$ cat config.mk
export PLATFORM = sky130hd
export DESIGN_NAME = fast_coding_regs
export DESIGN_NICKNAME = d
export VERILOG_FILES = /design/src/verilog/coding_regs_pkg.sv /design/src/verilog/fast_coding_regs.sv /design/src/verilog/sync2.sv /design/src/verilog/desc_timer.sv
export SDC_FILE = /design/constraint.sdc
export NUM_CORES = 1
export LEC_CHECK = 0
export BUFFER_PORTS_ARGS = -buffer_cell sky130_fd_sc_hd__buf_2
export CAP_MARGIN = 10
export CORE_MARGIN = 2
export CORE_UTILIZATION = 35
export DETAILED_ROUTE_END_ITERATION = 7
export GPL_ROUTABILITY_DRIVEN = 0
export GPL_TIMING_DRIVEN = 0
export SLEW_MARGIN = 20
export SYNTH_ARGS = -nofsm -noshare
export SYNTH_HDL_FRONTEND = slang
export SYNTH_HIERARCHICAL = 1
export SYNTH_SLANG_ARGS = --single-unit
$ cat constraint.sdc
create_clock -name pclk -period 5.5 [get_ports pclk]
set_clock_uncertainty 0.1 [all_clocks]
set_input_delay 0.55 -clock pclk [delete_from_list [all_inputs] [get_ports pclk]]
set_output_delay 0.55 -clock pclk [all_outputs]
set_load 0.01 [all_outputs]
$ cat src/verilog/coding_regs_pkg.sv
/*
 * constants for the fast coding sublayer configuration block:
 * register offsets, field positions, reset values and timing counts.
 * assumes a 200 mhz pclk and an apb slave with 32-bit data.
 */
package coding_regs_pkg;
    // register byte offsets
    localparam logic [11:0] OFF_RX_ERR_COUNT = 12'h054; // index 0x15
    localparam logic [11:0] OFF_CONFIG       = 12'h058; // index 0x16
    localparam logic [11:0] OFF_IRQ_STATUS   = 12'h060;
    localparam logic [11:0] OFF_IRQ_MASK     = 12'h064;
    localparam int          REG_INDEX_RX_ERR = 'h15;
    localparam int          REG_INDEX_CONFIG = 'h16;
    // configuration field positions
    localparam int BIT_QUIET_TX    = 10;
    localparam int BIT_SD_FORCE    = 9;
    localparam int BIT_SD_ALGO     = 8;
    localparam int BIT_DESC_LONG   = 7;
    localparam int BIT_FORCE_LINK  = 5;
    localparam int BIT_NRZI_BYPASS = 2;
    // writable bits of the configuration register
    localparam logic [15:0] CONFIG_WMASK = 16'h07a4;
    localparam logic [15:0] CONFIG_RESET = 16'h0100;
    // interrupt events: 0 counter incremented, 1 counter saturated
    localparam int          IRQ_BITS   = 2;
    localparam logic [1:0]  MASK_RESET = 2'h0;
    localparam logic [7:0]  COUNT_MAX  = 8'hff;
    // descrambler timeouts
    localparam int CLK_MHZ         = 200;
    localparam int DESC_SHORT_US   = 722;
    localparam int DESC_LONG_US    = 2000;
    localparam int DESC_SHORT_CYC  = DESC_SHORT_US * CLK_MHZ;
    localparam int DESC_LONG_CYC   = DESC_LONG_US * CLK_MHZ;
endpackage : coding_regs_pkg

$ cat src/verilog/fast_coding_regs.sv
/*
 * apb register bank for the fast coding sublayer: configuration bits,
 * receive error counter and interrupt status/mask.
 * assumes apb3 master on pclk; line events arrive asynchronously.
 */
`timescale 1ns/1ps
module fast_coding_regs
    import coding_regs_pkg::*;
#(
    parameter int SHORT_CYC = DESC_SHORT_CYC,
    parameter int LONG_CYC  = DESC_LONG_CYC
)
(
    // apb
    input  wire logic        pclk,
    input  wire logic        presetn,
    input  wire logic        psel,
    input  wire logic        penable,
    input  wire logic        pwrite,
    input  wire logic [11:0] paddr,
    input  wire logic [31:0] pwdata,
    output logic      [31:0] prdata,
    output logic             pready,
    output logic             pslverr,
    // line events (asynchronous)
    input  wire logic        carrier_in,
    input  wire logic        symbol_err_in,
    input  wire logic        collision_in,
    // datapath controls
    output logic             quiet_transmit_enable,
    output logic             signal_detect_force,
    output logic             signal_detect_algorithm_select,
    output logic             descrambler_timeout_select,
    output logic             force_link_good,
    output logic             nrzi_bypass,
    output logic             descrambler_timeout,
    // interrupt
    output logic             irq
);
    logic [15:0]         config_reg;
    logic [15:0]         config_next;
    logic [7:0]          receive_error_count_reg;
    logic [7:0]          count_next;
    logic                counted_reg;
    logic                carrier_d_reg;
    logic [IRQ_BITS-1:0] status_reg;
    logic [IRQ_BITS-1:0] status_next;
    logic [IRQ_BITS-1:0] mask_reg;
    logic                carrier_s;
    logic                err_s;
    logic                coll_s;
    logic                tmo;

    // line inputs pass two flip-flops
    sync2 u_sync_car (.pclk(pclk), .presetn(presetn), .d(carrier_in), .q(carrier_s));
    sync2 u_sync_err (.pclk(pclk), .presetn(presetn), .d(symbol_err_in), .q(err_s));
    sync2 u_sync_col (.pclk(pclk), .presetn(presetn), .d(collision_in), .q(coll_s));

    // descrambler timer steered by the timeout select bit
    desc_timer #(.SHORT_CYC(SHORT_CYC), .LONG_CYC(LONG_CYC)) u_timer (
        .pclk     (pclk),
        .presetn  (presetn),
        .long_sel (config_reg[BIT_DESC_LONG]),
        .activity (carrier_s),
        .timeout  (tmo)
    );

    // apb decode
    wire setup    = psel && !penable;
    wire access   = psel && penable;
    wire wr       = access && pwrite;
    // reads clear at the setup edge, where prdata is captured, so no event slips between
    wire rd       = setup && !pwrite;
    wire hit_cnt  = (paddr == OFF_RX_ERR_COUNT);
    wire hit_cfg  = (paddr == OFF_CONFIG);
    wire hit_sts  = (paddr == OFF_IRQ_STATUS);
    wire hit_msk  = (paddr == OFF_IRQ_MASK);
    wire mapped   = hit_cnt | hit_cfg | hit_sts | hit_msk;
    wire rd_cnt   = rd && hit_cnt;
    wire rd_sts   = rd && hit_sts;

    // only documented control bits are writable; 15:13 and reserved read zero
    assign config_next = (wr && hit_cfg) ? (pwdata[15:0] & CONFIG_WMASK) : config_reg;

    // error counting: one increment per carrier event, none during collision
    wire carrier_start = carrier_s && !carrier_d_reg;
    wire err_event     = carrier_s && err_s && !coll_s && !counted_reg;
    wire at_max        = (receive_error_count_reg == COUNT_MAX);
    wire inc           = err_event && !at_max;

    // a read clears, but an increment in the same cycle survives
    assign count_next = rd_cnt ? (err_event ? 8'h01 : 8'h00)
                               : (inc ? receive_error_count_reg + 8'h01 : receive_error_count_reg);

    // sticky events: set wins over read clear
    wire [IRQ_BITS-1:0] ev_set = {inc && (receive_error_count_reg == COUNT_MAX - 8'h01), inc};
    assign status_next = (rd_sts ? '0 : status_reg) | ev_set;

    // read mux
    wire [31:0] rdata_mux = hit_cnt ? {24'h000000, receive_error_count_reg}
                          : hit_cfg ? {16'h0000, config_reg}
                          : hit_sts ? {30'h0, status_reg}
                          : hit_msk ? {30'h0, mask_reg}
                          : 32'h00000000;

    // configuration register
    always_ff @(posedge pclk or negedge presetn)
    begin
        if (!presetn)
            config_reg <= CONFIG_RESET;
        else
            config_reg <= config_next;
    end

    // error counter and per-carrier guard
    always_ff @(posedge pclk or negedge presetn)
    begin
        if (!presetn)
        begin
            receive_error_count_reg <= 8'h00;
            counted_reg             <= 1'b0;
            carrier_d_reg           <= 1'b0;
        end
        else
        begin
            receive_error_count_reg <= count_next;
            carrier_d_reg           <= carrier_s;
            if (err_event)
                counted_reg <= 1'b1;
            else if (!carrier_s)
                counted_reg <= 1'b0;
        end
    end

    // interrupt status and mask
    always_ff @(posedge pclk or negedge presetn)
    begin
        if (!presetn)
        begin
            status_reg <= '0;
            mask_reg   <= MASK_RESET;
        end
        else
        begin
            status_reg <= status_next;
            if (wr && hit_msk)
                mask_reg <= pwdata[IRQ_BITS-1:0];
        end
    end

    // bus answers: zero wait state, error on unmapped address
    always_ff @(posedge pclk or negedge presetn)
    begin
        if (!presetn)
        begin
            prdata  <= 32'h00000000;
            pready  <= 1'b0;
            pslverr <= 1'b0;
        end
        else
        begin
            pready  <= psel && !penable;
            pslverr <= psel && !penable && !mapped;
            prdata  <= (psel && !penable) ? rdata_mux : prdata;
        end
    end

    // registered datapath controls
    always_ff @(posedge pclk or negedge presetn)
    begin
        if (!presetn)
        begin
            quiet_transmit_enable          <= 1'b0;
            signal_detect_force            <= 1'b0;
            signal_detect_algorithm_select <= 1'b1;
            descrambler_timeout_select     <= 1'b0;
            force_link_good                <= 1'b0;
            nrzi_bypass                    <= 1'b0;
            descrambler_timeout            <= 1'b0;
            irq                            <= 1'b0;
        end
        else
        begin
            quiet_transmit_enable          <= config_next[BIT_QUIET_TX];
            signal_detect_force            <= config_next[BIT_SD_FORCE];
            signal_detect_algorithm_select <= config_next[BIT_SD_ALGO];
            descrambler_timeout_select     <= config_next[BIT_DESC_LONG];
            force_link_good                <= config_next[BIT_FORCE_LINK];
            nrzi_bypass                    <= config_next[BIT_NRZI_BYPASS];
            descrambler_timeout            <= tmo;
            irq                            <= |(status_next & mask_reg);
        end
    end

    // top bits never set
    a_top_bits_zero: assert property (@(posedge pclk) disable iff (!presetn)
        config_reg[15:13] == 3'h0)
        else $error("config top bits not zero");

    // quiet transmit follows write one cycle later
    a_quiet_tx_follow: assert property (@(posedge pclk) disable iff (!presetn)
        (wr && hit_cfg) |=> quiet_transmit_enable == $past(pwdata[BIT_QUIET_TX]))
        else $error("quiet transmit not updated");

    // signal detect force follows write
    a_sd_force_follow: assert property (@(posedge pclk) disable iff (!presetn)
        (wr && hit_cfg) |=> signal_detect_force == $past(pwdata[BIT_SD_FORCE]))
        else $error("signal detect force not updated");

    // algorithm select output matches register
    a_sd_algo_match: assert property (@(posedge pclk) disable iff (!presetn)
        signal_detect_algorithm_select == config_reg[BIT_SD_ALGO])
        else $error("algorithm select mismatch");

    // timeout select and link force track writes
    a_desc_sel_follow: assert property (@(posedge pclk) disable iff (!presetn)
        (wr && hit_cfg) |=> descrambler_timeout_select == $past(pwdata[BIT_DESC_LONG]))
        else $error("descrambler select not updated");

    a_force_link_match: assert property (@(posedge pclk) disable iff (!presetn)
        force_link_good == config_reg[BIT_FORCE_LINK])
        else $error("force link mismatch");

    a_nrzi_match: assert property (@(posedge pclk) disable iff (!presetn)
        nrzi_bypass == config_reg[BIT_NRZI_BYPASS])
        else $error("nrzi bypass mismatch");

    // counter saturates and never wraps to zero without a read
    a_count_sticks: assert property (@(posedge pclk) disable iff (!presetn)
        (at_max && !rd_cnt) |=> receive_error_count_reg == COUNT_MAX)
        else $error("error counter wrapped");

    // at most one increment per carrier event: the guard closes at once
    a_count_once: assert property (@(posedge pclk) disable iff (!presetn)
        inc |=> (counted_reg && !inc))
        else $error("counter incremented twice in one carrier");

    // a counter read clears it unless an error lands in the same cycle
    a_count_clear: assert property (@(posedge pclk) disable iff (!presetn)
        (rd_cnt && !err_event) |=> receive_error_count_reg == 8'h00)
        else $error("counter not cleared by read");

    // without a read or an increment the counter holds
    a_count_hold: assert property (@(posedge pclk) disable iff (!presetn)
        (!rd_cnt && !inc) |=> $stable(receive_error_count_reg))
        else $error("counter changed without cause");

    // an event in the cycle of a status read survives the clear
    a_status_set_wins: assert property (@(posedge pclk) disable iff (!presetn)
        (rd_sts && ev_set[0]) |=> status_reg[0])
        else $error("status event lost to read clear");

    // interrupt is the registered or of the unmasked status bits
    a_irq_level: assert property (@(posedge pclk) disable iff (!presetn)
        $stable(mask_reg) |-> irq == |(status_reg & mask_reg))
        else $error("irq level wrong");

    // every setup cycle is answered in the next cycle
    a_ready_after_setup: assert property (@(posedge pclk) disable iff (!presetn)
        setup |=> pready)
        else $error("no ready after setup");

    // ready stands for one cycle only
    a_ready_pulse: assert property (@(posedge pclk) disable iff (!presetn)
        pready |=> !pready)
        else $error("ready longer than one cycle");

    // an error answer always comes with ready
    a_slverr_ready: assert property (@(posedge pclk) disable iff (!presetn)
        pslverr |-> pready)
        else $error("slave error without ready");

    // read data holds until the next setup cycle
    a_read_stands: assert property (@(posedge pclk) disable iff (!presetn)
        !setup |=> $stable(prdata))
        else $error("read data changed outside setup");

    // a write to an unmapped address changes nothing
    a_unmapped_ignored: assert property (@(posedge pclk) disable iff (!presetn)
        (wr && !mapped) |=> ($stable(config_reg) && $stable(mask_reg)))
        else $error("unmapped write took effect");

    // a config write keeps only the documented control bits
    a_cfg_write_mask: assert property (@(posedge pclk) disable iff (!presetn)
        (wr && hit_cfg) |=> config_reg == ($past(pwdata[15:0]) & CONFIG_WMASK))
        else $error("config write not masked");

    // reserved and top bits stay clear
    a_reserved_zero: assert property (@(posedge pclk) disable iff (!presetn)
        (config_reg & ~CONFIG_WMASK) == 16'h0000)
        else $error("reserved config bit set");

    // carrier clears the descrambler timeout two cycles on
    a_timeout_cleared: assert property (@(posedge pclk) disable iff (!presetn)
        carrier_s |-> ##2 !descrambler_timeout)
        else $error("timeout not cleared by carrier");
endmodule : fast_coding_regs

$ cat src/verilog/sync2.sv
/*
 * two flip-flop synchroniser for one level.
 * assumes the input is asynchronous to pclk.
 */
`timescale 1ns/1ps
module sync2
    import coding_regs_pkg::*;
(
    // clock and reset
    input  wire logic pclk,
    input  wire logic presetn,
    // data
    input  wire logic d,
    output logic      q
);
    logic meta_reg;

    // first stage feeds only the second
    always_ff @(posedge pclk or negedge presetn)
    begin
        if (!presetn)
        begin
            meta_reg <= 1'b0;
            q        <= 1'b0;
        end
        else
        begin
            meta_reg <= d;
            q        <= meta_reg;
        end
    end
endmodule : sync2

$ cat src/verilog/desc_timer.sv
/*
 * descrambler lock timer: counts idle cycles since last activity and
 * flags a timeout at the selected limit.
 * assumes activity is synchronous to pclk.
 */
`timescale 1ns/1ps
module desc_timer
    import coding_regs_pkg::*;
#(
    parameter int SHORT_CYC = DESC_SHORT_CYC,
    parameter int LONG_CYC  = DESC_LONG_CYC
)
(
    // clock and reset
    input  wire logic pclk,
    input  wire logic presetn,
    // control
    input  wire logic long_sel,
    input  wire logic activity,
    // status
    output logic      timeout
);
    logic [19:0] count_reg;
    logic [19:0] count_next;
    wire  [19:0] limit = long_sel ? 20'(LONG_CYC) : 20'(SHORT_CYC);
    wire         hit   = (count_reg >= limit);

    assign count_next = activity ? 20'h00000 : (hit ? count_reg : count_reg + 20'h00001);

    // idle counter and timeout flag
    always_ff @(posedge pclk or negedge presetn)
    begin
        if (!presetn)
        begin
            count_reg <= 20'h00000;
            timeout   <= 1'b0;
        end
        else
        begin
            count_reg <= count_next;
            timeout   <= hit && !activity;
        end
    end
endmodule : desc_timer

==> results of run 1 <==
metrics by stage:
| stage | instances | power [mW] |
|---|---|---|
| floorplan | 335 | 0.6323 |
| global placement | 511 | 0.6824 |
| detailed placement | 511 | 0.6862 |
| CTS | 527 | 1.096 |
| global route | 527 | 1.140 |
| finish | 527 | 1.077 |
cells in the final DEF, fill, tap and decap left out, types with 6 or more instances in the layout:
master / n
sky130_fd_sc_hd__ha_1: 11
sky130_fd_sc_hd__clkbuf_8: 9
sky130_fd_sc_hd__clkbuf_1: 6
sky130_fd_sc_hd__dfrtp_1: 60
sky130_fd_sc_hd__nand4_1: 6
sky130_fd_sc_hd__conb_1: 21
sky130_fd_sc_hd__xnor2_1: 11
sky130_fd_sc_hd__nand2_1: 17
sky130_fd_sc_hd__inv_1: 14
sky130_fd_sc_hd__buf_2: 47
sky130_fd_sc_hd__mux2_2: 8
sky130_fd_sc_hd__o21ai_0: 7
sky130_fd_sc_hd__or3_1: 10
sky130_fd_sc_hd__a21oi_1: 16
sky130_fd_sc_hd__nor2_1: 21
sky130_fd_sc_hd__buf_4: 22
sky130_fd_sc_hd__nand3_1: 8
power breakdown:
group	internal, mW	switching, mW
Clock	0.211	0.188
Sequential	0.480	0.0449
Combinational	0.0664	0.0877
cells by family after synthesis:
group | count (synthesis)
compound gates | 62
xor+xnor | 12
fa+ha+maj | 11
buf+inv | 44
flops | 61
mux | 12
other cells | 1
simple gates | 112
worst max path at each step:
stage                                        to  slack (ps)                 startpoint
2_1_floorplan  u_timer/count_reg[5]$_DFFE_PN0P_        3110  config_reg[7]$_DFFE_PN0P_
3_3_place_gp   u_timer/count_reg[5]$_DFFE_PN0P_        2800  config_reg[7]$_DFFE_PN0P_
3_5_place_dp   u_timer/count_reg[5]$_DFFE_PN0P_        2780  config_reg[7]$_DFFE_PN0P_
4_1_cts        u_timer/count_reg[5]$_DFFE_PN0P_        2770  config_reg[7]$_DFFE_PN0P_
5_1_grt        u_timer/count_reg[5]$_DFFE_PN0P_        2570  config_reg[7]$_DFFE_PN0P_
6_report       u_timer/count_reg[5]$_DFFE_PN0P_        2770  config_reg[7]$_DFFE_PN0P_
routing by layer:
metal  global-route usage  part of all wire  up-vias  wire length (µm)
li1                     -                 -     1279                 -
met1               0.1794              0.47     1230              3264
met4              0.03742            0.0083        0                58
met2               0.2384              0.48       67              3322
met3              0.04279             0.048        7               335
met5                    0                 0        -                 0
area by class of cell:
cell class,instances,area [µm²]
clock buffers,9,123.9
plain buffers,30,207.7
fillers,898,5250
well taps,129,161.4
flip-flops and latches,61,1528
clock inverters,7,73.82
inverters,14,52.55
repair buffers,47,237.7
multi-input cells,230,1605
worst register-to-register path: cells and delay by family, from the launching register on:
kind,cells,cell delay (ps)
compound gates,3,680
flops,1,490
mux,1,360
fa+ha+maj,1,340
simple gates,1,330
buf+inv,2,320
==> results.yml, run 1 <==
sta:
  fin_worst_hold_slack_ps: 177.8
  final_min_period_over_clock_period: 0.4958
  fin_crit_ps: 2727
  maxClockFrequency_mhz: 366.7
  timing.final.max_slew_violations: 0
  totalNegativeSetupSlack_ps: 0
  setup_viol_count_final: 0
  finalHoldViolCount: 0
  grt_setup_unrepaired: "false"
  final.setup.worst_slack_ps: 2773
  relSlewSlack: 0.4820
  worst-slew-pin-transition_ps: 777.0
finish:
  largest_reg_flops: 20
  postLayoutCoreUtil: 0.4318
  final_design_area_no_fill_mm2: 0.003990
  layout-drive-gt1-share: 0.2889
  antenna-diode-count: 0
  final_net_count: 456
  layout_stage_area_growth_over_the_synthesis_result_pct: 20.25
global_routing:
  grt_antenna_before_repair: 0
  grt_pass1_wl_um: 11610
  grtUsageTotal: 0.1422
  grt_max_degree: 62
  grt_pass1_vias: 2386
  total_global_routing_overflow: 0
logic_synthesis:
  ys_top_cells_by_count: "sky130_fd_sc_hd__dfrtp_1, sky130_fd_sc_hd__buf_4, sky130_fd_sc_hd__nor2_1"
  muxShareOfSynthArea: 0.03959
  post_synth_main_area_contributors: "sky130_fd_sc_hd__dfrtp_1, sky130_fd_sc_hd__buf_4, sky130_fd_sc_hd__ha_1, sky130_fd_sc_hd__xnor2_1, sky130_fd_sc_hd__mux2_2"
  synth_top_family_by_area: "simple AND/OR/NAND/NOR gates"
  number_of_enable_type_register_cells_in_the_synthesized_netlist: 0
  ys_async_sr_fraction: 1.000
  ys_types: 65
  synth_warnings: 6
  synthFlopType: "sky130_fd_sc_hd__dfrtp_1"
  ys_seq_area_frac: 0.4604
  ys_seq_elements: 61
  yosysMostFrequentCell: "sky130_fd_sc_hd__dfrtp_1"
  syn-instance-count: 315
  post_synthesis_simple_gate_area_fraction: 0.2168
  synth_area_mm2: 0.003318
  synth_compound_gate_area_share: 0.1305
  post_synth_xor_area_fraction: 0.03167
  syn_avg_cell_area_um2: 10.53
  synthDominantCellAreaShare: 0.4525
  yosys.area_share.adder: 0.04148
  netlist.top_cell.by_area: "sky130_fd_sc_hd__dfrtp_1"
critical_path:
  worst_path_largest_cell_delay_ps: 490
  worst_setup_path_start_kind: "flip-flop"
  cp_cell_sequence: "inv_1, ha_1, a21oi_1, o21ai_0, o21a_4, buf_6, nor4_1, mux2_1"
  arrival_worst_endpoint_ps: 2850
  timing.setup.critical_path_class: "flip-flop to flip-flop"
  ff2ff_path_depth: 8
  cp_max_fo: 10
  crit_path_end_kind: "flip-flop"
  crit_slowest_cell: "sky130_fd_sc_hd__dfrtp_1"
  path_depth: 8
  reg2reg_from: "config_reg[7]$_DFFE_PN0P_"
  worstPathBufferInverterCount: 2
  worst-r2r-setup-slack_ps: 2770
  crit-reg2reg-capture: "u_timer/count_reg[5]$_DFFE_PN0P_"
  crit_family: "compound AO/OA/AOI/OAI gates"
  worst_ep_required_time_ps: 5620
clock_tree:
  clk_latency_ps: 330
  post_cts_resized: 0
  ctsRootBufferMaster: "sky130_fd_sc_hd__clkbuf_8"
  cts.path.max_buffers: 2
  tritoncts: "built"
  post_cts_hold_buffer_count: 0
  clock-sinks: 61
  cts-buffers-inserted: 9
  post-cts-setup-buffer-count: 0
  path_clk_slew_ps: 70
  cts_max_level: 3
flow_run:
  max_capacitance_violation_total: 0
drt:
  detailroute.via_count: 2583
  routed_wirelength_um: 6981
  drt-vias-per-instance: 4.901
  drt_pass1_iterations: 4
  antenna_left: 0
  drt-initial-drc-count: 84
  remaining_drc_errors: 0
  drt-wirelength-per-cell_um: 13.25
floorplanning:
  initial_core_util: 0.3591
  placeableCoreArea_mm2: 0.009240
  die_h_um: 101.4
  placement_rows: 35
  design.portCount: 94
  chipWidth_um: 101.4
  die_area_mm2: 0.01027
pwr:
  power.leakage_nw: 1.834
  worst_ir_drop_vdd_v: 0.0001121
  power_per_cell_area_mw_per_mm2: 270.0
placement:
  portBuffers: 47
  place.detailed.hpwl_um: 5029
  post_dp_cell_area_mm2: 0.003792
  pre_cts_ws_ps: 2783
min_path:
  hold_class: "primary input to asynchronous set/reset pin"
outcome:
  run_status: "finished, final reports clean"
(Power assumes the default switching activity.)
==> run 2, diff against run 1 <==
- clock period: 5.5 -> 2.6 ns (I/O delays scaled with it)
==> run 2 against run 1 <==
  * Clock-buffer cell count is the same
  * Total power grew 110%
  * First-iteration DRC count grew 13%
  * Register-to-register slack lost 2600 ps
==> results.yml, run 2 (synthesized netlist as in run 1, its figures left out) <==
floorplanning:
  die_area_mm2: 0.01027
  chipWidth_um: 101.4
  placeableCoreArea_mm2: 0.009240
  design.portCount: 94
  die_h_um: 101.4
  initial_core_util: 0.3591
  placement_rows: 35
finish:
  layout_common_cells: "sky130_fd_sc_hd__dfrtp_1, sky130_fd_sc_hd__buf_2, sky130_fd_sc_hd__buf_4"
  antenna-diode-count: 0
  final_net_count: 460
  fillCellCount: 896
  layout_stage_area_growth_over_the_synthesis_result_pct: 21.61
  register_area_mm2: 0.001529
  mostFrequentLayoutCell: "sky130_fd_sc_hd__dfrtp_1"
  largest_reg_flops: 20
  area_of_the_multi_input_gates_mm2: 0.001609
  layout-drive-gt1-share: 0.2935
min_path:
  hold_path_startpoint: "pwdata[2]"
  hold_class: "primary input to flip-flop"
clock_tree:
  cts-buffers-inserted: 9
  cts.path.max_buffers: 2
  clk_latency_ps: 330
  ctsRootBufferMaster: "sky130_fd_sc_hd__clkbuf_8"
  clock-sinks: 61
  path_clk_slew_ps: 70
  tritoncts: "built"
  cts_max_level: 3
global_routing:
  grt_pass1_vias: 2391
  grt_pass1_wl_um: 11650
  grtUsageTotal: 0.1425
  total_global_routing_overflow: 0
  grt_max_degree: 62
  grt_antenna_before_repair: 0
pwr:
  power_per_cell_area_mw_per_mm2: 565.9
  power.leakage_nw: 1.851
  power.net_switching_mw: 0.6786
  worst_ir_drop_vdd_v: 0.0002368
  sw_frac_of_total: 0.2972
  clock_power_share: 0.369
  seqPwrFrac: 0.486
  power_frac_comb: 0.145
  power.internal_mw: 1.605
critical_path:
  arrival_worst_endpoint_ps: 2570
  timing.setup.critical_path_class: "flip-flop to flip-flop"
  worst_setup_path_start_kind: "flip-flop"
  worst_setup_path_startpoint: "config_reg[7]$_DFFE_PN0P_"
  reg2reg_from: "config_reg[7]$_DFFE_PN0P_"
  cp_max_fo: 10
  worst_ep_required_time_ps: 2720
  crit_path_end_kind: "flip-flop"
sta:
  relSlewSlack: 0.4823
  maxClockFrequency_mhz: 408.0
  fin_worst_hold_slack_ps: 51.31
  totalNegativeSetupSlack_ps: 0
  grt_setup_unrepaired: "false"
  setup_viol_count_final: 0
  fin_crit_ps: 2451
  final_min_period_over_clock_period: 0.9428
  worst-slew-pin-transition_ps: 776.6
  finalHoldViolCount: 0
  timing.final.max_slew_violations: 0
drt:
  detailroute.via_count: 2588
  drt_pass1_iterations: 4
  drt-vias-per-instance: 4.874
  drt-initial-drc-count: 95
  drt-wirelength-per-cell_um: 13.18
  antenna_left: 0
  remaining_drc_errors: 0
  routed_wirelength_um: 7001
placement:
  place.detailed.hpwl_um: 5029
  portBuffers: 47
outcome:
  run_status: "finished, final reports clean"
flow_run:
  max_capacitance_violation_total: 0
[run 2: cell types whose count changed in the layout (fill, tap and decap cells not counted)]
cell                            delta
sky130_fd_sc_hd__o21ai_2           +1
sky130_fd_sc_hd__dfrtp_1           -1
sky130_fd_sc_hd__dfrtp_2           +1
sky130_fd_sc_hd__dlygate4sd3_1     +4
sky130_fd_sc_hd__inv_1             -1
sky130_fd_sc_hd__o21ai_0           -1
sky130_fd_sc_hd__inv_2             +1
[run 2: worst max-delay path, stage by stage (launching register included)]
cell and delay, ps:
sky130_fd_sc_hd__dfrtp_2 450, sky130_fd_sc_hd__inv_2 90, sky130_fd_sc_hd__ha_1 220, sky130_fd_sc_hd__nor4b_1 250
sky130_fd_sc_hd__a2111oi_1 150, sky130_fd_sc_hd__o21a_4 260, sky130_fd_sc_hd__buf_6 140, sky130_fd_sc_hd__nor4_1 330
sky130_fd_sc_hd__mux2_1 360
[run 2: final cells by class]
class | count | area share
sequential | 61 | 0.3789
clock inverter | 7 | 0.01829
timing repair buffer | 51 | 0.06884
multi-input combinational | 230 | 0.3988
tap | 129 | 0.04000
inverter | 14 | 0.01302
buffer | 30 | 0.05147
clock buffer | 9 | 0.03070
[run 2: repair_timing]
item | in CTS | in global routing
setup buffers | 0 | 0
endpoints found under the hold margin | 63 | 0
resized for setup | 2 | 2
setup endpoints to repair | 1 | 1
hold buffers | 4 | 0
[run 2: stage by stage]
stage / setup WS (ps) / util / std cells / total power, mW / instance area [µm²]
after floorplan: 214.6 / - / 335 / 1.338 / 3393
after global placement: -100.6 / 0.4102 / 511 / 1.444 / 3790
after detailed placement: -117.2 / 0.4104 / 511 / 1.451 / 3792
after CTS: 59.47 / 0.4363 / 531 / 2.323 / 4031
after global routing: 20.71 / 0.4367 / 531 / 2.418 / 4035
final: 148.8 / 0.4367 / 531 / 2.283 / 4035
[run 2: metal layers]
layer | GRT usage | vias up | share of wire
li1 | - | 1289 | -
met1 | 0.1807 | 1228 | 0.47
met2 | 0.2379 | 64 | 0.48
met3 | 0.04279 | 7 | 0.045
met4 | 0.03742 | 0 | 0.0083
met5 | 0 | - | 0
[run 2: worst paths after layout]
path,cells after the start,endpoint,slack (ps)
max in group asynchronous,2,config_reg[7]$_DFFE_PN0P_,1410
max reg2reg,8,u_timer/count_reg[5]$_DFFE_PN0P_,150
min in group asynchronous,2,irq$_DFF_PN0_,430
min reg2reg,0,descrambler_timeout$_DFF_PN0_,240
max,8,u_timer/count_reg[5]$_DFFE_PN0P_,150
min,2,config_reg[2]$_DFFE_PN0P_,50
[run 2: power by group through the flow]
stage          Clock [mW]  Sequential (mW)  Combinational (mW)
6_report            0.843             1.11               0.330
5_1_grt             0.924             1.12               0.372
4_1_cts             0.884             1.11               0.332
3_5_place_dp            0             1.13               0.325
3_3_place_gp            0             1.12               0.320
2_1_floorplan           0             1.10               0.235
